File: config.mk
export PLATFORM = sky130hd
export DESIGN_NAME = swm_host_port
export DESIGN_NICKNAME = d
export VERILOG_FILES = /design/src/swm_pkg.sv /design/src/swm_host_port.sv
export SDC_FILE = /design/constraint.sdc
export NUM_CORES = 1
export LEC_CHECK = 0
export CAP_MARGIN = 5
export CELL_PAD_IN_SITES_DETAIL_PLACEMENT = 1
export CELL_PAD_IN_SITES_GLOBAL_PLACEMENT = 1
export CORE_ASPECT_RATIO = 1.4
export CORE_MARGIN = 2
export CORE_UTILIZATION = 50
export CTS_CLUSTER_DIAMETER = 80
export DETAILED_ROUTE_END_ITERATION = 8
export DONT_BUFFER_PORTS = 1
export GPL_TIMING_DRIVEN = 0
export PLACE_DENSITY_LB_ADDON = 0.05
export RECOVER_POWER = 25
export SYNTH_ARGS = -nofsm -noshare
export SYNTH_HDL_FRONTEND = slang
export SYNTH_SLANG_ARGS = --single-unit
File: constraint.sdc
create_clock -name clk_sys -period 4.6 [get_ports clk_sys]
set_clock_uncertainty 0.2 [all_clocks]
set_input_delay 0.92 -clock clk_sys [delete_from_list [all_inputs] [get_ports clk_sys]]
set_output_delay 0.92 -clock clk_sys [all_outputs]
set_load 0.01 [all_outputs]
File: src/swm_pkg.sv
// Package for the single-wire bus master host port: map, fields, timing.
package swm_pkg;
  localparam logic [7:0] SWM_SFR_INDEX = 8'hEE;
  localparam logic [7:0] SWM_SFR_DATA = 8'hEF;
  localparam logic [2:0] SWM_IDX_CMD = 3'h0;
  localparam logic [2:0] SWM_IDX_BUF = 3'h1;
  localparam logic [2:0] SWM_IDX_FLAGS = 3'h2;
  localparam logic [2:0] SWM_IDX_ENABLES = 3'h3;
  localparam logic [2:0] SWM_IDX_DIVISOR = 3'h4;
  localparam logic [2:0] SWM_IDX_CONTROL = 3'h5;
  localparam logic [7:0] SWM_RESET_VAL = 8'h00;
  localparam logic [7:0] SWM_INVALID_READ = 8'h00;
  // Command bits.
  localparam int SWM_CMD_RST = 0;
  localparam int SWM_CMD_SRA = 1;
  localparam int SWM_CMD_FOW = 2;
  localparam int SWM_CMD_IN = 3;
  // Flag bits.
  localparam int SWM_FL_PD = 0;
  localparam int SWM_FL_PDR = 1;
  localparam int SWM_FL_TBE = 2;
  localparam int SWM_FL_TX_SHIFTER_EMPTY = 3;
  localparam int SWM_FL_RBF = 4;
  localparam int SWM_FL_RX_SHIFTER_FULL = 5;
  localparam int SWM_FL_SHORT = 6;
  localparam int SWM_FL_LOW = 7;
  // Divisor and control bits.
  localparam int SWM_DIV_EN = 7;
  localparam int SWM_CTL_ENFOW = 2;
  localparam int SWM_CTL_PPM = 1;
  localparam int SWM_CTL_OD = 6;
  // Timing in base ticks of 1 us (standard mode, overdrive is shorter).
  localparam logic [9:0] SWM_T_RST_LOW = 10'd480;
  localparam logic [9:0] SWM_T_RST_SAMPLE = 10'd550;
  localparam logic [9:0] SWM_T_RST_END = 10'd960;
  localparam logic [9:0] SWM_T_OD_RST_LOW = 10'd56;
  localparam logic [9:0] SWM_T_OD_RST_SAMPLE = 10'd64;
  localparam logic [9:0] SWM_T_OD_RST_END = 10'd112;
  localparam logic [9:0] SWM_T_BIT_LOW1 = 10'd5;
  localparam logic [9:0] SWM_T_BIT_SAMPLE = 10'd15;
  localparam logic [9:0] SWM_T_BIT_LOW0 = 10'd60;
  localparam logic [9:0] SWM_T_BIT_END = 10'd70;
  localparam logic [9:0] SWM_T_OD_LOW1 = 10'd1;
  localparam logic [9:0] SWM_T_OD_SAMPLE = 10'd2;
  localparam logic [9:0] SWM_T_OD_LOW0 = 10'd8;
  localparam logic [9:0] SWM_T_OD_END = 10'd10;
  localparam logic [2:0] SWM_BIT_LAST = 3'h7;
  localparam logic [1:0] SWM_PRE_ONE = 2'h0;

  typedef enum logic [1:0] {
    SWM_IDLE = 2'b00,
    SWM_RESET = 2'b01,
    SWM_BIT = 2'b10
  } swm_state_t;

  typedef struct packed {
    logic [7:0] addr;
    logic [7:0] wdata;
    logic wr;
    logic rd;
  } swm_sfr_req_t;
endpackage

File: src/swm_host_port.sv
// Single-wire bus master: indexed register port, tick divider, link engine.
// What this block does
// - Processor uses only index register EEh and data register EFh.
// - Low three index bits select the internal register; upper bits ignored.
// - All internal registers read/write except the read-only flag register and command bit 3, which reads the line level.
// - Data buffer writes load transmit holding; reads return receive buffer.
// - Index 110/111: reads return 00h, writes change nothing.
// - Device makes every line timing pattern and sequence itself.
// - Bus events set flags; enabled flags raise the interrupt request.
// - All line patterns are timed from a 1 MHz base tick.
// - Prescale codes 00..11 divide the system clock by 1, 3, 5, 7.
// - Divide field further divides by two to the field value.
// - Divisor bit 7 enables tick generation; zero stops it.
// - Modes: direct line control, overdrive timing.
// - Reset command resets line, clears search, self-clears, sets flags.
// - Shifter load clears shifter-empty, sets holding-empty; LSB first.
`timescale 1ns/1ps
module swm_host_port
  import swm_pkg::*;
(
  input wire logic clk_sys,
  input wire logic srst,
  input wire swm_sfr_req_t sfr_req,
  output logic [7:0] sfr_rdata,
  input wire logic line_in,
  output logic line_out,
  output logic line_oe,
  output logic irq
);
  logic [7:0] index_select_r, index_select_nxt;
  logic [7:0] cmd_r, cmd_nxt;
  logic [7:0] tx_hold_r, tx_hold_nxt;
  logic [7:0] rx_buf_r, rx_buf_nxt;
  logic [7:0] flags_r, flags_nxt;
  logic [7:0] enables_r, enables_nxt;
  logic [7:0] divisor_r, divisor_nxt;
  logic [7:0] control_r, control_nxt;
  logic [7:0] rdata_r, rdata_nxt;
  logic irq_r, irq_nxt;
  logic [2:0] pre_cnt_r, pre_cnt_nxt;
  logic [6:0] div_cnt_r, div_cnt_nxt;
  logic tick_r, tick_nxt;
  swm_state_t state_r, state_nxt;
  logic [9:0] time_r, time_nxt;
  logic [7:0] shift_r, shift_nxt;
  logic [7:0] rx_shift_r, rx_shift_nxt;
  logic [2:0] bit_r, bit_nxt;
  logic presence_r, presence_nxt;
  logic drive_r, drive_nxt;
  logic line_m_r, line_s_r;
  logic [2:0] pre_top;
  logic [6:0] div_top;
  logic idx_wr, idx_rd, data_wr, data_rd;
  logic [2:0] idx;
  logic od;
  logic [9:0] t_low, t_sample, t_end;

  assign idx = index_select_r[2:0];
  assign idx_wr = sfr_req.wr && (sfr_req.addr == SWM_SFR_INDEX);
  assign idx_rd = sfr_req.rd && (sfr_req.addr == SWM_SFR_INDEX);
  assign data_wr = sfr_req.wr && (sfr_req.addr == SWM_SFR_DATA);
  assign data_rd = sfr_req.rd && (sfr_req.addr == SWM_SFR_DATA);
  assign od = control_r[SWM_CTL_OD];
  assign sfr_rdata = rdata_r;
  assign line_out = 1'b0;
  assign line_oe = drive_r;
  assign irq = irq_r;

  // Prescaler top is 2*code, giving 1, 3, 5 or 7 cycles per step.
  assign pre_top = {divisor_r[1:0], 1'b0};
  assign div_top = 7'((8'h01 << divisor_r[4:2]) - 8'h01);

  // Divider chain makes a one-cycle tick enable, never a derived clock.
  always_comb begin
    pre_cnt_nxt = pre_cnt_r;
    div_cnt_nxt = div_cnt_r;
    tick_nxt = 1'b0;
    if (!divisor_r[SWM_DIV_EN]) begin
      pre_cnt_nxt = '0;
      div_cnt_nxt = '0;
    end else if (pre_cnt_r >= pre_top) begin
      pre_cnt_nxt = '0;
      if (div_cnt_r >= div_top) begin
        div_cnt_nxt = '0;
        tick_nxt = 1'b1;
      end else begin
        div_cnt_nxt = div_cnt_r + 7'h01;
      end
    end else begin
      pre_cnt_nxt = pre_cnt_r + 3'h1;
    end
  end

  always_ff @(posedge clk_sys) begin
    if (srst) begin
      pre_cnt_r <= '0;
      div_cnt_r <= '0;
      tick_r <= 1'b0;
    end else begin
      pre_cnt_r <= pre_cnt_nxt;
      div_cnt_r <= div_cnt_nxt;
      tick_r <= tick_nxt;
    end
  end

  // The line is a pin, so it is synchronised before anything reads it.
  always_ff @(posedge clk_sys) begin
    if (srst) begin
      line_m_r <= 1'b1;
      line_s_r <= 1'b1;
    end else begin
      line_m_r <= line_in;
      line_s_r <= line_m_r;
    end
  end

  always_comb begin
    t_low = od ? SWM_T_OD_LOW1 : SWM_T_BIT_LOW1;
    t_sample = od ? SWM_T_OD_SAMPLE : SWM_T_BIT_SAMPLE;
    t_end = od ? SWM_T_OD_END : SWM_T_BIT_END;
    if (!shift_r[0]) begin
      t_low = od ? SWM_T_OD_LOW0 : SWM_T_BIT_LOW0;
    end
  end

  // Register port, flags and link engine share one next-state process, since
  // software writes and hardware events hit the same bits in one cycle.
  always_comb begin
    index_select_nxt = index_select_r;
    cmd_nxt = cmd_r;
    tx_hold_nxt = tx_hold_r;
    rx_buf_nxt = rx_buf_r;
    flags_nxt = flags_r;
    enables_nxt = enables_r;
    divisor_nxt = divisor_r;
    control_nxt = control_r;
    rdata_nxt = rdata_r;
    state_nxt = state_r;
    time_nxt = time_r;
    shift_nxt = shift_r;
    rx_shift_nxt = rx_shift_r;
    bit_nxt = bit_r;
    presence_nxt = presence_r;
    drive_nxt = 1'b0;
    if (idx_wr) begin
      index_select_nxt = sfr_req.wdata;
    end
    if (idx_rd) begin
      rdata_nxt = index_select_r;
    end
    if (data_rd) begin
      case (idx)
        SWM_IDX_CMD: rdata_nxt = {cmd_r[7:4], line_s_r, cmd_r[2:0]};
        SWM_IDX_BUF: begin
          rdata_nxt = rx_buf_r;
          flags_nxt[SWM_FL_RBF] = 1'b0;
        end
        SWM_IDX_FLAGS: rdata_nxt = flags_r;
        SWM_IDX_ENABLES: rdata_nxt = enables_r;
        SWM_IDX_DIVISOR: rdata_nxt = divisor_r;
        SWM_IDX_CONTROL: rdata_nxt = control_r;
        default: rdata_nxt = SWM_INVALID_READ;
      endcase
    end
    if (data_wr) begin
      case (idx)
        SWM_IDX_CMD: begin
          cmd_nxt = sfr_req.wdata;
          if (sfr_req.wdata[SWM_CMD_RST]) begin
            cmd_nxt[SWM_CMD_SRA] = 1'b0;
          end
        end
        SWM_IDX_BUF: begin
          tx_hold_nxt = sfr_req.wdata;
          flags_nxt[SWM_FL_TBE] = 1'b0;
        end
        SWM_IDX_FLAGS: flags_nxt = flags_nxt;
        SWM_IDX_ENABLES: enables_nxt = sfr_req.wdata;
        SWM_IDX_DIVISOR: divisor_nxt = sfr_req.wdata;
        SWM_IDX_CONTROL: control_nxt = sfr_req.wdata;
        default: cmd_nxt = cmd_r;
      endcase
    end
    // Forced low only while both the command and its enable are set.
    if (cmd_r[SWM_CMD_FOW] && control_r[SWM_CTL_ENFOW]) begin
      drive_nxt = 1'b1;
    end
    case (state_r)
      SWM_IDLE: begin
        time_nxt = '0;
        // Nothing starts while the tick is stopped, or the line would hang low.
        if (!divisor_r[SWM_DIV_EN]) begin
          state_nxt = SWM_IDLE;
        end else if (cmd_r[SWM_CMD_RST]) begin
          state_nxt = SWM_RESET;
          presence_nxt = 1'b0;
        end else if (!flags_r[SWM_FL_TBE] && flags_r[SWM_FL_TX_SHIFTER_EMPTY] &&
            !(flags_r[SWM_FL_RBF] && flags_r[SWM_FL_RX_SHIFTER_FULL])) begin
          shift_nxt = tx_hold_nxt;
          flags_nxt[SWM_FL_TX_SHIFTER_EMPTY] = 1'b0;
          flags_nxt[SWM_FL_TBE] = 1'b1;
          flags_nxt[SWM_FL_RX_SHIFTER_FULL] = 1'b1;
          bit_nxt = '0;
          state_nxt = SWM_BIT;
        end
      end
      SWM_RESET: begin
        if (time_r < (od ? SWM_T_OD_RST_LOW : SWM_T_RST_LOW)) begin
          drive_nxt = 1'b1;
        end
        if (tick_r) begin
          time_nxt = time_r + 10'd1;
          if (time_r == (od ? SWM_T_OD_RST_SAMPLE : SWM_T_RST_SAMPLE) &&
              !line_s_r) begin
            presence_nxt = 1'b1;
          end
          if (time_r >= (od ? SWM_T_OD_RST_END : SWM_T_RST_END)) begin
            state_nxt = SWM_IDLE;
            cmd_nxt[SWM_CMD_RST] = 1'b0;
            flags_nxt[SWM_FL_PD] = 1'b1;
            flags_nxt[SWM_FL_PDR] = control_r[SWM_CTL_PPM] ? 1'b0 :
                !presence_r;
            // A finished line reset readies both transmit stages. A byte
            // written before it completes is dropped, since data may only
            // follow a reset.
            flags_nxt[SWM_FL_TX_SHIFTER_EMPTY] = 1'b1;
            flags_nxt[SWM_FL_TBE] = 1'b1;
          end
        end
      end
      SWM_BIT: begin
        if (time_r < t_low) begin
          drive_nxt = 1'b1;
        end
        if (tick_r) begin
          time_nxt = time_r + 10'd1;
          if (time_r == t_sample) begin
            rx_shift_nxt = {line_s_r, rx_shift_r[7:1]};
          end
          if (time_r >= t_end) begin
            time_nxt = '0;
            shift_nxt = {1'b1, shift_r[7:1]};
            bit_nxt = bit_r + 3'h1;
            if (bit_r == SWM_BIT_LAST) begin
              state_nxt = SWM_IDLE;
              flags_nxt[SWM_FL_TX_SHIFTER_EMPTY] = 1'b1;
              if (!flags_nxt[SWM_FL_RBF]) begin
                rx_buf_nxt = rx_shift_r;
                flags_nxt[SWM_FL_RBF] = 1'b1;
                flags_nxt[SWM_FL_RX_SHIFTER_FULL] = 1'b0;
              end
            end
          end
        end
      end
      default: state_nxt = SWM_IDLE;
    endcase
    // A held receive byte moves over once software empties the buffer.
    if (state_r == SWM_IDLE && flags_r[SWM_FL_RX_SHIFTER_FULL] &&
        !flags_nxt[SWM_FL_RBF] && state_nxt == SWM_IDLE) begin
      rx_buf_nxt = rx_shift_r;
      flags_nxt[SWM_FL_RBF] = 1'b1;
      flags_nxt[SWM_FL_RX_SHIFTER_FULL] = 1'b0;
    end
    flags_nxt[SWM_FL_LOW] = !line_s_r;
    flags_nxt[SWM_FL_SHORT] = state_r != SWM_IDLE && !drive_r &&
        !line_s_r && time_r < t_low;
  end

  assign irq_nxt = |(flags_r & enables_r);

  always_ff @(posedge clk_sys) begin
    if (srst) begin
      index_select_r <= SWM_RESET_VAL;
      cmd_r <= SWM_RESET_VAL;
      tx_hold_r <= SWM_RESET_VAL;
      rx_buf_r <= SWM_RESET_VAL;
      flags_r <= SWM_RESET_VAL;
      enables_r <= SWM_RESET_VAL;
      divisor_r <= SWM_RESET_VAL;
      control_r <= SWM_RESET_VAL;
      rdata_r <= SWM_RESET_VAL;
      irq_r <= 1'b0;
      state_r <= SWM_IDLE;
      time_r <= '0;
      shift_r <= SWM_RESET_VAL;
      rx_shift_r <= SWM_RESET_VAL;
      bit_r <= '0;
      presence_r <= 1'b0;
      drive_r <= 1'b0;
    end else begin
      index_select_r <= index_select_nxt;
      cmd_r <= cmd_nxt;
      tx_hold_r <= tx_hold_nxt;
      rx_buf_r <= rx_buf_nxt;
      flags_r <= flags_nxt;
      enables_r <= enables_nxt;
      divisor_r <= divisor_nxt;
      control_r <= control_nxt;
      rdata_r <= rdata_nxt;
      irq_r <= irq_nxt;
      state_r <= state_nxt;
      time_r <= time_nxt;
      shift_r <= shift_nxt;
      rx_shift_r <= rx_shift_nxt;
      bit_r <= bit_nxt;
      presence_r <= presence_nxt;
      drive_r <= drive_nxt;
    end
  end
endmodule // swm_host_port

[Word-level counts from Yosys, hierarchy flattened]
Index checks and enable logic that the tools add are counted.
Word-level totals
  flip-flop bits (word level): 119
  bits in latches: 0
  RAM bits: 0
  ROM bits: 0
  input port bits: 21
  memories kept: 0
Cells by class
  $add $sub $neg: 5
  multipliers: 0
  div/mod/pow operators: 0
  order comparisons: 6
  equality and inequality tests: 21
  shift operators: 1
  mux-type cells: 84
  bitwise gates (word level): 3
  reduce and logical (&&, ||, !) cells: 47
Operators by type and width (count)
  $mux W8: 15
  $mux W10: 5
  $pmux W8 S6: 1
  $mux W3: 10
  $pmux W10 S3: 1
  $mux W2: 13
  $mux W1: 23
  $eq A8 B8 Y1 const B: 2
  $ne A2 B2 Y1 const B: 8
  $pmux W8 S2: 1
  $reduce_bool A2 Y1: 8
  $logic_and A1 B1 Y1: 15
  $mux W7: 2
  $mux W4: 3
  $mux W6: 2
  $add A10 B1 Y10 const B: 1
  $eq A10 B10 Y1: 1
  $eq A10 B4 Y1: 1
  $ge A10 B10 Y1: 1
  $ge A10 B7 Y1: 1
  $lt A10 B10 Y1: 1
  $lt A10 B9 Y1: 1
  $reduce_and A5 Y1: 2
  $eq A3 B3 Y1 const B: 3
  28 further kinds: 46

[Longest topological paths before layout]
Gate-level depths: netlist (run 1).
  depth in word-level cells: 13
  mapped depth: 10
  gate-level depth less buffers: 8

[Least setup slack after synthesis (run 1)]
OpenSTA, ideal clock, no wires.
  path kind: input to register
  from: input port sfr_req[14] in the netlist's numbering
  to: register shift_r[6]
  setup time: 0.058 ns
  arrival: 2.487 ns
  required time: 4.342 ns
  slack: 1.855 ns
  cell stages on the path: 7
  path buffers: 1
  cell sequence: nand4b_1 nor3_1 nand3_1 clkbuf_1 mux2i_1 a2111o_1 nand2_1
On the way
  word-level cells in the longest chain between the ends: 7
RTL lines
  from (decl): line swm_host_port.sv:23  | input wire swm_sfr_req_t sfr_req,
  $eq A8 B8 Y1: line swm_host_port.sv:61  | assign data_wr = sfr_req.wr && (sfr_req.addr == SWM_SFR_DATA);
  $logic_and A1 B1 Y1: line swm_host_port.sv:61
  $mux W8: line swm_host_port.sv:165  | if (data_wr) begin
  $mux W8: line swm_host_port.sv:197  | end else if (!flags_r[SWM_FL_TBE] && flags_r[SWM_FL_TX_SHIFTER_EMPTY] &&
  $mux W8: line swm_host_port.sv:194  | end else if (cmd_r[SWM_CMD_RST]) begin
  $mux W8: line swm_host_port.sv:192  | if (!divisor_r[SWM_DIV_EN]) begin
  $pmux W8 S2: line swm_host_port.sv:188  | case (state_r)
  to (signal assigned): line swm_host_port.sv:304  | shift_r <= shift_nxt;
  to (decl): line swm_host_port.sv:45  | logic [7:0] shift_r, shift_nxt;
No other way between the ends. The select of a mux whose other input is x is not followed.
A chain may end at the register's enable or synchronous reset.

[Worst setup path after layout (run 1)]
  from: register control_r[6]
  to: register rx_buf_r[6]
On the way
  word-level cells in the longest chain between the ends: 10
  elaborated cells on any way between the ends: 23
RTL lines
  from (decl): line swm_host_port.sv:37  | logic [7:0] control_r, control_nxt;
  from (signal assigned): line swm_host_port.sv:299  | control_r <= control_nxt;
  parallel branches: the longest is 10 deep, another holds $ge A10 B7 Y1
  to (signal assigned): line swm_host_port.sv:295  | rx_buf_r <= rx_buf_nxt;
  to (decl): line swm_host_port.sv:33  | logic [7:0] rx_buf_r, rx_buf_nxt;
Several ways; the timed one is not identified.

==> results_dict.tcl, run 1 <==
set metrics [dict create \
    status "finished, final reports clean" \
    arrival_ps 3500 \
    syn-num-nets 739 \
    worstSetupPathType "flip-flop to flip-flop" \
    report.final.slew_viol_count 0 \
    hold_path_end "line_s_r$_SDFF_PP1_" \
    path_cells "inv_1 -> ha_1 -> nand4bb_1 -> nor4_1 -> o31a_1 -> a311oi_4 -> a211oi_4 -> mux2i_1" \
    final_cell_mix "118 x dfxtp_1, 94 x nor2_1, 77 x nand2_1" \
    numCtsBuffers 17 \
    min_delay_path_depth 1 \
    tightest_slew_ps 962 \
    crit_required_ps 4730 \
    cts-root-buf "clkbuf_16" \
    start_util 0.511 \
    cp_slowest_stage_delay_ps 690 \
    die_x_um 96.9 \
    grt_max_degree 17 \
    cts.sinks 118 \
    gp_congestion 0.903 \
    drtAntennaViolNets 0 \
    hold_path.startpoint "line_m_r$_SDFF_PP1_" \
    cp-end-kind "flip-flop" \
    drc 0 \
    wl_per_cell_um 21.2 \
    synth.distinct_cells 68 \
    cp-start-kind "flip-flop" \
    p_leak_nw 2.51 \
    r2r-start "control_r[6]$_SDFFE_PP0P_" \
    critPathMaxFanout 13 \
    finalCriticalPeriod_ps 3370 \
    synthCells 686 \
    portBuffers 0 \
    syn_to_final_growth_pct 12.7 \
    fin_hold_ws_ps 220 \
    vias 5217 \
    use_met1 0.316 \
    pwr_density_cell_nw_per_um2 350 \
    track_usage 0.288 \
    syn_area_per_cell_um2 8.81 \
    synth_ff_type "dfxtp_1" \
    ios 32 \
    final_common_cell "dfxtp_1" \
    cap_violations 0 \
    cp_slowest_cell "dfxtp_1" \
    grt_use_met2 0.534 \
    synth-seq-cells 118 \
    syn_area_um2 6040 \
    coreArea_um2 11800 \
    drt_iter0_markers 206 \
    hp-class "flip-flop to flip-flop" \
    dp_hpwl_um 13400 \
    clkLatencyLatePin_ps 420 \
    period_share 0.732 \
    finalSetupTns_ps 0 \
    postCtsSetupRepairBufs 0 \
    preCtsSetupSlack_ps 1250 \
    yosysSeqAreaShare 0.391 \
    r2r-end "rx_buf_r[6]$_SDFFE_PP0P_" \
    busiest_layer "met2" \
    ir_drop_mv 0.209 \
    post-route-util 0.576 \
    fin_area_um2 6810 \
    layout-drive-gt1-share 0.0725 \
    setup_violations 0 \
    hold_violations 0 \
    cts.repair.resized 0 \
    wirelength_um 18300 \
    clkSlewWorstSetupHoldPaths_ps 60 \
    slew_headroom 0.354 \
    grtUsageMet3 0.0490 \
    dieArea_um2 13000 \
    final_nets 758 \
    dr.pass1.iters 4 \
    post_dp_cell_area_um2 6230 \
    synth_edf_count 0 \
    cts_tree "done" \
    fin_cells 864 \
    synthArstFlopShare 0 \
    cts_buffer_depth 2 \
    diodes 0 \
    yosys_warnings 0 \
    fp.dieH_um 134 \
    rsz0062_at_grt "no" \
    via_per_inst 6.04 \
    total_power_mw 2.39 \
    clock.fmax_mhz 297 \
    overflow 0 \
    place_inst 833 \
    crit_buf_inv 1 \
    worst_slack_ps 1230 \
    antenna_found_initial 0 \
    core.rowCount 47 \
    critical-path-top-delay-family "compound AO/OA/AOI/OAI gates" \
    grt_pass1_vias 5632 \
    fillCellCount 1397 \
    cts_hold_buf 0 \
    worstRegToRegCells 8 \
    grt_pass1_wl_um 29400 \
    h-tree-depth 4 \
    rrSetupSlack_ps 1230 \
]
-- cell families after synthesis --
group / count (synthesis) / share of synthesized area
compound gates: 142 / 0.169
xor+xnor: 19 / 0.0275
fa+ha+maj: 32 / 0.0663
buf+inv: 57 / 0.0379
flops: 118 / 0.391
mux: 69 / 0.119
other cells: 1 / 0.000621
simple gates: 248 / 0.189
-- per-layer routing --
metal | vias to the layer above | routed length (um)
met5 | - | 0
li1 | 2482 | -
met2 | 114 | 9800
met3 | 50 | 586
met1 | 2571 | 7250
met4 | 0 | 642
-- Yosys cell counts (all sizes together), types with 3 or more instances --
| library cell | instances | share of area |
|---|---|---|
| o21ai | 18 | 0.015 |
| clkbuf | 27 | 0.017 |
| a2111o | 8 | 0.015 |
| a211oi | 21 | 0.028 |
| buf | 8 | 0.0075 |
| a31oi | 8 | 0.0083 |
| o31a | 3 | 0.0043 |
| and3 | 4 | 0.0043 |
| o21a | 5 | 0.0062 |
| nand4b | 3 | 0.0043 |
| a21oi | 31 | 0.026 |
| or3 | 5 | 0.0052 |
| nor2b | 6 | 0.0062 |
| dfxtp | 118 | 0.39 |
| nand3 | 22 | 0.018 |
| mux2 | 4 | 0.0075 |
| nor2 | 95 | 0.059 |
| nor3 | 7 | 0.0058 |
| a21o | 7 | 0.0087 |
| mux2i | 63 | 0.10 |
| xor2 | 7 | 0.010 |
| a22oi | 15 | 0.019 |
| nand2b | 4 | 0.0041 |
| o22ai | 6 | 0.0062 |
| nor4 | 7 | 0.0097 |
| inv | 21 | 0.013 |
| ha | 32 | 0.066 |
| nand2 | 77 | 0.048 |
| or2 | 3 | 0.0031 |
| xnor2 | 12 | 0.017 |
| a211o | 4 | 0.0058 |
-- where the power goes --
part	internal, mW	total (mW)	leakage (nW)	switching, mW
Sequential	1.02	1.03	0.950	0.00141
Clock	0.857	1.33	0.282	0.472
Combinational	0.00682	0.0315	1.28	0.0247
-- final cells by class --
class / instances / area (um^2) / share of cell area
multi-input combinational: 511 / 3450 / 0.507
sequential: 118 / 2360 / 0.347
clock buffer: 21 / 450 / 0.0662
tap: 147 / 184 / 0.0270
buffer: 35 / 146 / 0.0215
clock inverter: 10 / 130 / 0.0191
inverter: 22 / 82.6 / 0.0121
-- registers in the layout (all words and copies together), names as in the netlist, 3 cells and up --
register,count
index_select_r,8
rx_shift_r,8
enables_r,8
bit_r,3
tx_hold_r,8
div_cnt_r,7
pre_cnt_r,3
shift_r,8
divisor_r,8
rx_buf_r,8
flags_r,8
sfr_rdata,8
time_r,10
cmd_r,7
control_r,8
-- how the worst max path moves through the flow --
stage	depth (start not counted)	from	slack (ps)	to
2_1_floorplan	7	sfr_req[14]	1860	shift_r[6]$_SDFFE_PP0P_
3_3_place_gp	8	control_r[6]$_SDFFE_PP0P_	1390	rx_buf_r[1]$_SDFFE_PP0P_
3_5_place_dp	8	control_r[6]$_SDFFE_PP0P_	1250	rx_buf_r[6]$_SDFFE_PP0P_
4_1_cts	8	control_r[6]$_SDFFE_PP0P_	1240	rx_buf_r[6]$_SDFFE_PP0P_
5_1_grt	8	control_r[6]$_SDFFE_PP0P_	1020	rx_buf_r[6]$_SDFFE_PP0P_
6_report	8	control_r[6]$_SDFFE_PP0P_	1230	rx_buf_r[6]$_SDFFE_PP0P_
Power figures use the tool's default switching activity.
==> run 2, diff against run 1 <==
--- a/config.mk
+++ b/config.mk
@@ -10,7 +10,7 @@
 export CELL_PAD_IN_SITES_GLOBAL_PLACEMENT = 1
 export CORE_ASPECT_RATIO = 1.4
 export CORE_MARGIN = 2
-export CORE_UTILIZATION = 50
+export CORE_UTILIZATION = 49
 export CTS_CLUSTER_DIAMETER = 80
 export DETAILED_ROUTE_END_ITERATION = 8
 export DONT_BUFFER_PORTS = 1
==> constraint.sdc (replaced) <==
create_clock -name clk_sys -period 3.1 [get_ports clk_sys]
set_clock_uncertainty 0.2 [all_clocks]
set_input_delay 0.62 -clock clk_sys [delete_from_list [all_inputs] [get_ports clk_sys]]
set_output_delay 0.62 -clock clk_sys [all_outputs]
set_load 0.01 [all_outputs]
==> run 2 against run 1 <==
Compared with the run above: clock power rose by 62%; flip-flop and latch count stayed put; critical path depth rose by 1; first-iteration DRC count is 2.4% lower; via count up 0.44%; die area is 2.0% higher; critical endpoint is now rx_buf_r[0]$_SDFFE_PP0P_.
==> results_dict.tcl, run 2 (same netlist as run 1, synthesis figures left out) <==
set metrics [dict create \
    status "finished, final reports clean" \
    crit_required_ps 3210 \
    arrival_ps 3040 \
    critical-path-top-delay-family "compound AO/OA/AOI/OAI gates" \
    gp_congestion 0.939 \
    wl_per_cell_um 21.5 \
    top_layer_used "met4" \
    clkLatencyLatePin_ps 410 \
    dr.pass1.iters 5 \
    drc 0 \
    drtAntennaViolNets 0 \
    cp-start-kind "flip-flop" \
    finalCriticalPeriod_ps 2940 \
    worstSetupPathType "flip-flop to flip-flop" \
    final_common_cell "dfxtp_1" \
    dp_hpwl_um 13500 \
    final_cell_mix "117 x dfxtp_1, 94 x nor2_1, 77 x nand2_1" \
    dieArea_um2 13300 \
    crit_buf_inv 2 \
    wirelength_um 18700 \
    final_nets 760 \
    ir_drop_mv 0.320 \
    start_util 0.496 \
    grt_pass1_vias 5660 \
    pwr_density_cell_nw_per_um2 538 \
    cts_buffer_depth 2 \
    rsz0062_at_grt "no" \
    clock.fmax_mhz 341 \
    via_per_inst 6.04 \
    antenna_found_initial 0 \
    period_share 0.947 \
    cp-end-kind "flip-flop" \
    fp.dieH_um 135 \
    critPathMaxFanout 13 \
    post_dp_cell_area_um2 6230 \
    numCtsBuffers 17 \
    wl_met1_um 7270 \
    wl_met3_um 501 \
    finalSetupTns_ps 0 \
    largest_register "time_r" \
    cts.sinks 118 \
    path_cells "inv_1 -> ha_1 -> and2_0 -> a211o_1 -> a31o_1 -> a311oi_4 -> a211oi_4 -> buf_4 -> mux2i_1" \
    layout-drive-gt1-share 0.0794 \
    diodes 0 \
    cp_slowest_stage_delay_ps 520 \
    vias 5240 \
    die_x_um 97.9 \
    hold_violations 0 \
    report.final.slew_viol_count 0 \
    clkSlewWorstSetupHoldPaths_ps 50 \
    cts_hold_buf 0 \
    p_leak_nw 2.55 \
    cp_slowest_cell "dfxtp_2" \
    grt_max_degree 17 \
    ios 32 \
    overflow 0 \
    largest_reg_flops 10 \
    wl_met2_um 10200 \
    grt_pass1_wl_um 29600 \
    coreArea_um2 12200 \
    fin_area_um2 6910 \
    setup_violations 0 \
    syn_to_final_growth_pct 14.3 \
    slew_headroom 0.327 \
    cts-root-buf "clkbuf_16" \
    drt_iter0_markers 201 \
    h-tree-depth 4 \
    tightest_slew_ps 1000 \
    portBuffers 0 \
    cap_violations 0 \
    track_usage 0.287 \
    cts_tree "done" \
    core.rowCount 48 \
    hp-class "input port to flip-flop" \
    fillCellCount 1444 \
]
[run 2: cell types whose count changed in the layout (fill, tap and decap cells not counted), sizes merged]
cell      delta
clkinvlp     +1
buf          +2
clkinv       -4
bufinv       +2
[run 2: layout make-up]
class / instances / area, um^2 / share of cell area
clock buffers: 21 / 460 / 0.0667
plain buffers: 35 / 146 / 0.0212
inverters: 22 / 86.3 / 0.0125
multi-input cells: 511 / 3470 / 0.503
clock inverters: 9 / 175 / 0.0254
repair buffers: 2 / 15.0 / 0.00217
flip-flops and latches: 118 / 2360 / 0.342
well taps: 150 / 188 / 0.0272
[run 2: path summary, 6_finish.rpt]
check                                           endpoint                      start  slack [ps]  cells after the start
worst min-delay path               flags_r[7]$_SDFF_PP0_                       srst         100                      1
worst min register to register       line_s_r$_SDFF_PP1_        line_m_r$_SDFF_PP1_         220                      1
worst max register to register  rx_buf_r[0]$_SDFFE_PP0P_  control_r[6]$_SDFFE_PP0P_         160                      9
worst max-delay path            rx_buf_r[0]$_SDFFE_PP0P_  control_r[6]$_SDFFE_PP0P_         160                      9
[run 2: metrics by stage]
step           utilization  total power, mW  std cells  setup slack, ps  hold WS, ps
6_report             0.566             3.72        868              164         96.9
3_3_place_gp         0.511             1.60        836             -114          200
2_1_floorplan            -             1.58        686              398          189
3_5_place_dp         0.511             1.60        836             -341          204
4_1_cts              0.565             3.73        868             76.4         84.9
5_1_grt              0.566             3.81        868             3.78         83.6
[run 2: worst register-to-register path, stage by stage, from the launching register on]
cell      delay, ps
dfxtp_2         520
inv_1           170
ha_1            340
and2_0          200
a211o_1         360
a31o_1          270
a311oi_4        270
a211oi_4        110
buf_4           170
mux2i_1         220
[run 2: power breakdown]
part	switching [mW]	internal (mW)	leakage, nW
Clock	0.690	1.46	0.305
Combinational	0.0375	0.0101	1.29
Sequential	0.00196	1.52	0.951
[run 2: layer usage]
layer  vias up  track usage
met1      2585        0.298
li1       2493            -
met3        49       0.0537
met5         -            0
met4         0        0.129
met2       113        0.554
[run 2: what timing repair did]
item / 4_1_cts / 5_1_grt
pin swaps: 1 / 0
buffers inserted: 2 / 0
resized for setup: 1 / 3
endpoints found under the setup margin: 10 / 24
gates cloned: 0 / 0
